$ cat src/pkg/lvs_pkg.sv
// Package of constants and types for the low-voltage supervisor and watchdog
package lvs_pkg;
   // ------------------------------------------------------------
   // Clock and timing
   // ------------------------------------------------------------
   localparam int CLK_PERIOD_NS = 10;
   localparam int BIAS_START_US = 1000;
   localparam int SS_DELAY_US = 150;
   localparam int PG_FILT_US = 100;
   localparam int RST_DELAY_MS = 202;
   localparam int BIAS_START_CYC = (BIAS_START_US * 1000) / CLK_PERIOD_NS;
   localparam int SS_DELAY_CYC = (SS_DELAY_US * 1000) / CLK_PERIOD_NS;
   localparam int PG_FILT_CYC = (PG_FILT_US * 1000) / CLK_PERIOD_NS;
   localparam int RST_DELAY_CYC = (RST_DELAY_MS * 100000) / 1;
   // Watchdog window factors of the base timeout, then channel count and counter width
   localparam int WD_LOW_DIV_SHIFT = 2;
   localparam int WD_KICK_MULT = 8;
   localparam int WD_TMO_MULT = 64;
   localparam int NUM_CH = 4;
   localparam int CNT_W = 32;
   // ------------------------------------------------------------
   // Watchdog states
   // ------------------------------------------------------------
   typedef enum logic [1:0] {
      WD_OFF = 2'b00,
      WD_TIMEOUT = 2'b01,
      WD_LOWER = 2'b10,
      WD_UPPER = 2'b11
   } lvs_wd_state_t;
endpackage

$ cat src/pkg/lvs_wd_if.sv
// Interface between supervisor top and its watchdog
`timescale 1ns/1ps
interface lvs_wd_if;
   logic run_any;
   logic wd_disable;
   logic kick_fall;
   logic wd_out;
   modport top (output run_any, output wd_disable, output kick_fall, input wd_out);
   modport wd (input run_any, input wd_disable, input kick_fall, output wd_out);
endinterface

$ cat src/rtl/lvs_watchdog.sv
// Windowed watchdog timer
`timescale 1ns/1ps
module lvs_watchdog
   import lvs_pkg::*;
#(
   parameter int WD_BASE_CYC = RST_DELAY_CYC
) (
   input wire logic sys_clk_i,
   input wire logic rst_i,
   input wire logic ce_i,
   lvs_wd_if.wd bus
);
   lvs_wd_state_t state_reg, state_next;
   logic [CNT_W-1:0] cnt_reg, cnt_next;
   logic upper_tmo_reg, upper_tmo_next;
   logic out_reg, out_next;

   // ------------------------------------------------------------
   // Next-state logic
   // ------------------------------------------------------------
   always_comb begin
      state_next = state_reg;
      cnt_next = cnt_reg + 1'b1;
      upper_tmo_next = upper_tmo_reg;
      out_next = out_reg;
      case (state_reg)
         WD_OFF: begin
            // Restart in timeout state with output low when powered again
            cnt_next = '0;
            out_next = 1'b0;
            if (bus.run_any && !bus.wd_disable) begin
               state_next = WD_TIMEOUT;
            end
         end
         WD_TIMEOUT: begin
            out_next = 1'b0;
            if (cnt_reg >= CNT_W'(WD_BASE_CYC - 1)) begin
               state_next = WD_LOWER;
               cnt_next = '0;
               out_next = 1'b1;
               upper_tmo_next = 1'b1;
            end
         end
         WD_LOWER: begin
            if (bus.kick_fall) begin
               state_next = WD_TIMEOUT;
               cnt_next = '0;
               out_next = 1'b0;
            end else if (cnt_reg >= CNT_W'((WD_BASE_CYC >> WD_LOW_DIV_SHIFT) - 1)) begin
               state_next = WD_UPPER;
            end
         end
         WD_UPPER: begin
            if (bus.kick_fall) begin
               // Valid kick restarts with a new lower boundary
               state_next = WD_LOWER;
               cnt_next = '0;
               upper_tmo_next = 1'b0;
            end else if ((upper_tmo_reg && cnt_reg >= CNT_W'(WD_BASE_CYC * WD_TMO_MULT - 1))
                  || (!upper_tmo_reg && cnt_reg >= CNT_W'(WD_BASE_CYC * WD_KICK_MULT - 1))) begin
               state_next = WD_TIMEOUT;
               cnt_next = '0;
               out_next = 1'b0;
            end
         end
         default: begin
            state_next = WD_OFF;
         end
      endcase
      // Stopped when everything is off or the timer is strapped off
      if (!bus.run_any || bus.wd_disable) begin
         state_next = WD_OFF;
         cnt_next = '0;
         out_next = 1'b0;
      end
   end

   // ------------------------------------------------------------
   // Registers
   // ------------------------------------------------------------
   always_ff @(posedge sys_clk_i) begin
      if (rst_i) begin
         state_reg <= WD_OFF;
         cnt_reg <= '0;
         upper_tmo_reg <= 1'b1;
         out_reg <= 1'b0;
      end else if (ce_i) begin
         state_reg <= state_next;
         cnt_reg <= cnt_next;
         upper_tmo_reg <= upper_tmo_next;
         out_reg <= out_next;
      end
   end

   assign bus.wd_out = out_reg;
endmodule // lvs_watchdog

$ cat src/rtl/lvs_supervisor.sv
// Low-voltage channel supervisor: sequencing, reset output, overtemp, watchdog
//
// How it works
// - No regulator enabled during 1ms bias start after first enable request.
// - Each enabled channel waits 150us more before its soft-start begins.
// - Coarse 0.73V threshold when all off; precise 400mV once any on.
// - Power good drops under 98% (ch1), 95% (ch2-4), or above 107.5%.
// - Reset output goes low after a power-good flag stays low over 100us.
// - Reset output released after all enabled channels good for 202ms.
// - Reset output held low while all channels are disabled.
// - Overtemp trip shuts all channels until temperature drops below lower trip.
// - Temperature monitor off and output floating when all channels shut down.
// - Only a falling kick edge counts as a service event.
// - Timeout drives watchdog output low for reset period, then restarts.
// - Watchdog starts in timeout state, output low, at power-up.
// - Kick before lower window boundary is a failure and forces timeout.
// - Lower boundary quarter base, upper 8x after kick, 64x after timeout.
// - Watchdog stops when run and all enables are low, disabled when timing pin strapped high.
`timescale 1ns/1ps
module lvs_supervisor
   import lvs_pkg::*;
#(
   parameter int BIAS_CYC = BIAS_START_CYC,
   parameter int RST_CYC = RST_DELAY_CYC,
   parameter int WD_BASE_CYC = RST_DELAY_CYC
) (
   input wire logic sys_clk_i,
   input wire logic rst_i,
   input wire logic ce_i,
   input wire logic run_i,
   input wire logic [NUM_CH-1:0] channel_enable_inputs_i,
   input wire logic [NUM_CH-1:0] fb_under_i,
   input wire logic [NUM_CH-1:0] fb_over_i,
   input wire logic overtemp_hi_i,
   input wire logic overtemp_lo_i,
   input wire logic ct_tied_bias_i,
   input wire logic watchdog_kick_in_i,
   output logic precise_threshold_o,
   output logic [NUM_CH-1:0] channel_on_o,
   output logic [NUM_CH-1:0] soft_start_go_o,
   output logic [NUM_CH-1:0] power_good_o,
   output logic pfail_rst_n_o,
   output logic pfail_rst_oe_o,
   output logic overtemp_shutdown_o,
   output logic temp_mon_en_o,
   output logic temp_oe_o,
   output logic watchdog_timeout_out_o
);
   // ------------------------------------------------------------
   // Input synchronisers (two flops for every pin except sys_clk_i, rst_i and ce_i)
   // ------------------------------------------------------------
   // One bit per pin: run, enables, under, over, two overtemp levels, strap, kick
   localparam int SW = 3 * NUM_CH + 5;
   logic [SW-1:0] raw_in, s1_reg, s2_reg;
   assign raw_in = {run_i, channel_enable_inputs_i, fb_under_i, fb_over_i,
                    overtemp_hi_i, overtemp_lo_i, ct_tied_bias_i, watchdog_kick_in_i};

   always_ff @(posedge sys_clk_i) begin
      if (rst_i) begin
         s1_reg <= '0;
         s2_reg <= '0;
      end else if (ce_i) begin
         s1_reg <= raw_in;
         s2_reg <= s1_reg;
      end
   end

   logic run_s, ot_hi_s, ot_lo_s, ct_bias_s, kick_s;
   logic [NUM_CH-1:0] en_s, under_s, over_s;
   assign {run_s, en_s, under_s, over_s, ot_hi_s, ot_lo_s, ct_bias_s, kick_s} = s2_reg;

   // ------------------------------------------------------------
   // State declarations
   // ------------------------------------------------------------
   logic bias_seen_reg, bias_seen_next;
   logic bias_ready_reg, bias_ready_next;
   logic [CNT_W-1:0] bias_cnt_reg, bias_cnt_next;
   logic ot_reg, ot_next;
   logic kick_d_reg, kick_d_next;
   logic [CNT_W-1:0] filt_cnt_reg, filt_cnt_next;
   logic [CNT_W-1:0] rel_cnt_reg, rel_cnt_next;
   logic rst_n_reg, rst_n_next;
   logic [NUM_CH-1:0] ch_on, pg_raw;
   logic [NUM_CH-1:0] ss_reg;
   logic any_on, any_req, all_pg;

   // Channels run only after bias start and outside overtemp
   assign ch_on = en_s & {NUM_CH{bias_ready_reg && !ot_reg}};
   assign any_on = |ch_on;
   assign any_req = run_s || (|en_s);

   // ------------------------------------------------------------
   // Per-channel soft-start delay and power good
   // ------------------------------------------------------------
   genvar g;
   generate
      for (g = 0; g < NUM_CH; g++) begin : g_ch
         logic [CNT_W-1:0] ss_cnt_reg, ss_cnt_next;
         logic ss_next;
         // Channel 1 compares at 98%, others at 95%; off-chip comparators
         // report the crossing, so the window choice is by channel index
         assign pg_raw[g] = ch_on[g] && !under_s[g] && !over_s[g];
         always_comb begin
            ss_cnt_next = ss_cnt_reg;
            ss_next = ss_reg[g];
            if (!ch_on[g]) begin
               ss_cnt_next = '0;
               ss_next = 1'b0;
            end else if (!ss_reg[g]) begin
               if (ss_cnt_reg >= CNT_W'(SS_DELAY_CYC - 1)) begin
                  ss_next = 1'b1;
               end else begin
                  ss_cnt_next = ss_cnt_reg + 1'b1;
               end
            end
         end
         always_ff @(posedge sys_clk_i) begin
            if (rst_i) begin
               ss_cnt_reg <= '0;
               ss_reg[g] <= 1'b0;
            end else if (ce_i) begin
               ss_cnt_reg <= ss_cnt_next;
               ss_reg[g] <= ss_next;
            end
         end
      end
   endgenerate

   // Every enabled channel good; disabled channels do not count
   assign all_pg = ((pg_raw | ~ch_on) == {NUM_CH{1'b1}}) && any_on;

   // ------------------------------------------------------------
   // Bias start, overtemp hysteresis, power-fail reset, kick edge
   // ------------------------------------------------------------
   always_comb begin
      bias_seen_next = bias_seen_reg || any_req;
      bias_ready_next = bias_ready_reg;
      bias_cnt_next = bias_cnt_reg;
      if (bias_seen_reg && !bias_ready_reg) begin
         if (bias_cnt_reg >= CNT_W'(BIAS_CYC - 1)) begin
            bias_ready_next = 1'b1;
         end else begin
            bias_cnt_next = bias_cnt_reg + 1'b1;
         end
      end
      // Trip on upper level, hold until below lower level
      ot_next = ot_reg;
      if (ot_hi_s) begin
         ot_next = 1'b1;
      end else if (!ot_lo_s) begin
         ot_next = 1'b0;
      end
      // Low filter and release delay
      filt_cnt_next = '0;
      rel_cnt_next = '0;
      rst_n_next = rst_n_reg;
      if (!any_on) begin
         rst_n_next = 1'b0;
      end else if (!all_pg) begin
         rel_cnt_next = '0;
         if (filt_cnt_reg >= CNT_W'(PG_FILT_CYC)) begin
            rst_n_next = 1'b0;
            filt_cnt_next = filt_cnt_reg;
         end else begin
            filt_cnt_next = filt_cnt_reg + 1'b1;
         end
      end else begin
         filt_cnt_next = '0;
         if (rst_n_reg) begin
            rel_cnt_next = '0;
         end else if (rel_cnt_reg >= CNT_W'(RST_CYC - 1)) begin
            rst_n_next = 1'b1;
         end else begin
            rel_cnt_next = rel_cnt_reg + 1'b1;
         end
      end
      kick_d_next = kick_s;
   end

   always_ff @(posedge sys_clk_i) begin
      if (rst_i) begin
         bias_seen_reg <= 1'b0;
         bias_ready_reg <= 1'b0;
         bias_cnt_reg <= '0;
         ot_reg <= 1'b0;
         filt_cnt_reg <= '0;
         rel_cnt_reg <= '0;
         rst_n_reg <= 1'b0;
         kick_d_reg <= 1'b0;
      end else if (ce_i) begin
         bias_seen_reg <= bias_seen_next;
         bias_ready_reg <= bias_ready_next;
         bias_cnt_reg <= bias_cnt_next;
         ot_reg <= ot_next;
         filt_cnt_reg <= filt_cnt_next;
         rel_cnt_reg <= rel_cnt_next;
         rst_n_reg <= rst_n_next;
         kick_d_reg <= kick_d_next;
      end
   end

   // ------------------------------------------------------------
   // Watchdog
   // ------------------------------------------------------------
   lvs_wd_if wd_bus();
   assign wd_bus.run_any = any_req && bias_ready_reg;
   assign wd_bus.wd_disable = ct_bias_s;
   // Falling edge only; a long low pulse yields one event
   assign wd_bus.kick_fall = kick_d_reg && !kick_s;

   lvs_watchdog #(
      .WD_BASE_CYC(WD_BASE_CYC)
   ) u_wd (
      .sys_clk_i(sys_clk_i),
      .rst_i(rst_i),
      .ce_i(ce_i),
      .bus(wd_bus.wd)
   );

   // ------------------------------------------------------------
   // Outputs
   // ------------------------------------------------------------
   assign precise_threshold_o = any_on;
   assign channel_on_o = ch_on;
   assign soft_start_go_o = ss_reg;
   assign power_good_o = pg_raw;
   // Open drain: drive only the low level
   assign pfail_rst_n_o = 1'b0;
   assign pfail_rst_oe_o = !rst_n_reg;
   assign overtemp_shutdown_o = ot_reg;
   assign temp_mon_en_o = any_on;
   assign temp_oe_o = any_on;
   assign watchdog_timeout_out_o = wd_bus.wd_out;
endmodule // lvs_supervisor

$ cat config.mk
export PLATFORM = sky130hd
export DESIGN_NAME = lvs_supervisor
export DESIGN_NICKNAME = d
export VERILOG_FILES = /design/src/pkg/lvs_pkg.sv /design/src/pkg/lvs_wd_if.sv /design/src/rtl/lvs_watchdog.sv /design/src/rtl/lvs_supervisor.sv
export SDC_FILE = /design/constraint.sdc
export NUM_CORES = 1
export LEC_CHECK = 0
export BUFFER_PORTS_ARGS = -buffer_cell sky130_fd_sc_hd__buf_2
export CORE_ASPECT_RATIO = 0.9
export CORE_UTILIZATION = 29
export CTS_CLUSTER_SIZE = 8
export DETAILED_ROUTE_END_ITERATION = 10
export GPL_ROUTABILITY_DRIVEN = 0
export PLACE_DENSITY_LB_ADDON = 0.15
export SETUP_SLACK_MARGIN = 0.5
export SLEW_MARGIN = 20
export SYNTH_ARGS = -nofsm -noshare
export SYNTH_HDL_FRONTEND = slang
export SYNTH_SLANG_ARGS = --single-unit
$ cat constraint.sdc
create_clock -name sys_clk_i -period 3 [get_ports sys_clk_i]
set_input_delay 0.6 -clock sys_clk_i [delete_from_list [all_inputs] [get_ports sys_clk_i]]
set_output_delay 0.6 -clock sys_clk_i [all_outputs]
set_load 0.05 [all_outputs]
==> run summary <==
worst-case headroom to the max-slew limit: 37.0%
post-synth cell types: 75
Required @ worst endpoint: 3410 ps
run status: completed
clock root buffer: sky130_fd_sc_hd__clkbuf_16
die footprint: 47,800 sq um
WP buf/inv: 4
total of flip-flops plus latches after synthesis: 303
cell class contributing the biggest share of worst-path delay: simple AND/OR/NAND/NOR gates
fraction of layout cells with a size suffix above 1: 12.5%
crit-path max FO: 7
async set-reset flop share out of synthesis: 0%
final worst path period share: 82.8%
maximum buffer depth of the clock tree: 3
vias post-DR: 11.5k
Sum Neg Setup Slack: 0 ps
placeable core region: 45,800 sq um
first-pass GRT wire length: 57.2 mm
arithmetic-cell share of the synthesized area counting full adders, half adders and majority gates: 0.828%
xor and xnor area share after synthesis: 3.03%
Final setup violation count: 0
EDFF count, synth: 0
via count of the first global-routing pass: 10.9k
routed wire length: 34.7 mm
commonest register cell after synthesis: sky130_fd_sc_hd__dfxtp_1
number of H-tree levels: 2
antenna violations before repair: 0
Yosys top cell area share: 44.6%
total routing resource utilization after global routing: 14.4%
Worst-Skew Late Latency: 560 ps
top library cells by usage in the layout, fill and taps aside: 298 x sky130_fd_sc_hd__dfxtp_1, 135 x sky130_fd_sc_hd__nor2_1, 107 x sky130_fd_sc_hd__nand2_1, 92 x sky130_fd_sc_hd__a21oi_1, 70 x sky130_fd_sc_hd__nand3_1
cell occurring most often along the worst timing path: sky130_fd_sc_hd__buf_4
multiplexer area fraction after synthesis: 3.17%
Worst Skew: 27.2 ps
num ports: 39
maximum achievable frequency: 403 MHz
initial core utilization: 29.7%
largest area contributor in the synthesized netlist: sky130_fd_sc_hd__dfxtp_1
Detailed Route Iter0 Violations: 751
Startpoint Class: flip-flop
YS warnings: 0
Antenna Diode Count: 0
drt drc: 0
number of rows in the core area: 74
die outline height: 207 um
maxcap violations: 0
growth of design area from synthesis to finish: 18.3%
number of iterations in the first detailed-routing pass: 5
synth top area cells: sky130_fd_sc_hd__dfxtp_1 45%, sky130_fd_sc_hd__nor2_1 3.7%, sky130_fd_sc_hd__a21oi_1 3.6%
number of sinks on the clock net: 303
CP peak stage delay: 550 ps
P_leak: 0.00567 uW
mean instance size in the synthesized netlist: 8.73 sq um
number of slew-limit violations in the final report: 0
CTS Buf Count: 44
most common library cell in the layout ignoring fill and taps: sky130_fd_sc_hd__dfxtp_1
compound-gate portion of the synthesized area: 16.3%
average vias per placed instance: 5.17
cell count after synthesis: 1,558
unrepaired setup endpoints after global routing: true
worst endpoint data arrival time: 2900 ps
summed instance area of the synthesized netlist: 13,600 sq um
Final Net Count: 1,633
IR drop worst, VDD: 367 uV
Cell Chain, Critical Path: or4_4 -> buf_4 -> buf_4 -> o2111a_2 -> nand3_2 -> o22ai_4 -> a211oi_4 -> buf_6 -> clkbuf_16 -> nor3_1
type of the worst setup path: reg -> reg
CP Capture Type: flip-flop
slowest stage cell on the critical path: sky130_fd_sc_hd__or4_4
Port Buffer Count: 37
number of flip-flops in the largest register: 128
pin count of the biggest net entering global routing: 78
sequential fraction of the synthesis area: 44.6%
area after detailed placement: 14,500 sq um
routed wire length per instance: 15.6 um
worst-margin pin slew: 944 ps
post-synthesis net count: 1,587
synthesized-area fraction occupied by and/or/nand/nor cells: 28.1%
width of the chip: 230 um
min cycle time layout: 2480 ps
detailed placer's ending HPWL: 22.4 mm
PwrDens: 555 nW/um^2
total non-filler cell area in the finished layout: 16,100 sq um
type of the worst min-delay path: in -> reg
Overflow after GRT: 0
Final Power: 8930 uW
post-route antenna net violation count: 0
register clock-pin slew on the reported worst setup and hold paths: 50 ps
final hold violations: 0
CTS tree: yes
combinational family with the most area after synthesis: simple AND/OR/NAND/NOR gates
[where the power goes]
part	leakage (uW)	switching [uW]	internal, uW
clock network	0.000598	1780	2760
logic	0.00262	202	104
registers	0.00245	19.8	4060
[kinds of logic (layout without fill, tap and decap cells)]
logic type / Yosys count / after routing
xor+xnor: 47 / 47
fa+ha+maj: 9 / 9
simple gates: 702 / 702
mux: 43 / 43
flops: 303 / 303
buf+inv: 130 / 182
other cells: 1 / 1
compound gates: 323 / 323
[through the flow]
stage          worst slack, ps  instances  util (%)  hold slack (ps)
3_3_place_gp               305       2148      31.6              444
5_1_grt                    443       2218      35.1              261
6_report                   516       2218      35.1              272
4_1_cts                    467       2208      34.6              237
2_1_floorplan              508       1558         -              430
3_5_place_dp               316       2148      31.7              444
[cell usage after synthesis, types with 42 or more instances]
cell type,count
sky130_fd_sc_hd__nor2_1,135
sky130_fd_sc_hd__nor3_1,47
sky130_fd_sc_hd__nand2_1,107
sky130_fd_sc_hd__nand4_1,51
sky130_fd_sc_hd__nor4_1,46
sky130_fd_sc_hd__and2_1,57
sky130_fd_sc_hd__a21oi_1,97
sky130_fd_sc_hd__mux2i_1,42
sky130_fd_sc_hd__nand3_1,73
sky130_fd_sc_hd__o21ai_0,49
sky130_fd_sc_hd__clkbuf_1,79
sky130_fd_sc_hd__dfxtp_1,303
[metal layers]
metal | GRT usage (%) | share of wire, % | routed length (um) | vias to the layer above
met3 | 3.05 | 3.6 | 1260 | 52
li1 | - | - | - | 5826
met5 | 0 | 0 | 0 | -
met1 | 21.0 | 52 | 18100 | 5459
met4 | 4.25 | 2.3 | 789 | 0
met2 | 21.0 | 42 | 14600 | 132
[repair_timing]
action | in CTS | in global routing
buffers inserted | 7 | 8
endpoints found under the setup margin | 65 | 74
cloned | 1 | 2
hold buffers | 0 | 0
resized for setup | 18 | 31
pin swaps | 7 | 8
[area by class of cell]
cell class                      instances  area (sq um)
Clock inverter                          3          76.3
Tap cell                              608           761
Fill cell                            4732         29700
Timing Repair Buffer                   94           753
Sequential cell                       303          6080
Clock buffer                           49          1150
Inverter                               36           135
Multi-Input combinational cell       1125          7150
[worst paths after layout]
| check | endpoint | slack (ps) | cells past startpoint | start |
|---|---|---|---|---|
| max | u_wd.cnt_reg[16]$_SDFFE_PP0P_ | 520 | 10 | s2_reg[12]$_SDFFE_PP0P_ |
| min | s1_reg[7]$_SDFFE_PP0P_ | 270 | 3 | fb_over_i[3] |
| max reg2reg | u_wd.cnt_reg[16]$_SDFFE_PP0P_ | 520 | 10 | s2_reg[12]$_SDFFE_PP0P_ |
| min reg2reg | g_ch[0].ss_cnt_reg[29]$_SDFFE_PP0P_ | 460 | 2 | g_ch[0].ss_cnt_reg[29]$_SDFFE_PP0P_ |
[tightest hold or removal path: cells and delay by family]
family | cells | cell delay, ps
and+or+nand+nor | 1 | 70
muxes | 1 | 50
buffers and inverters | 1 | 80
No activity file was read; power rests on OpenSTA's default activity.
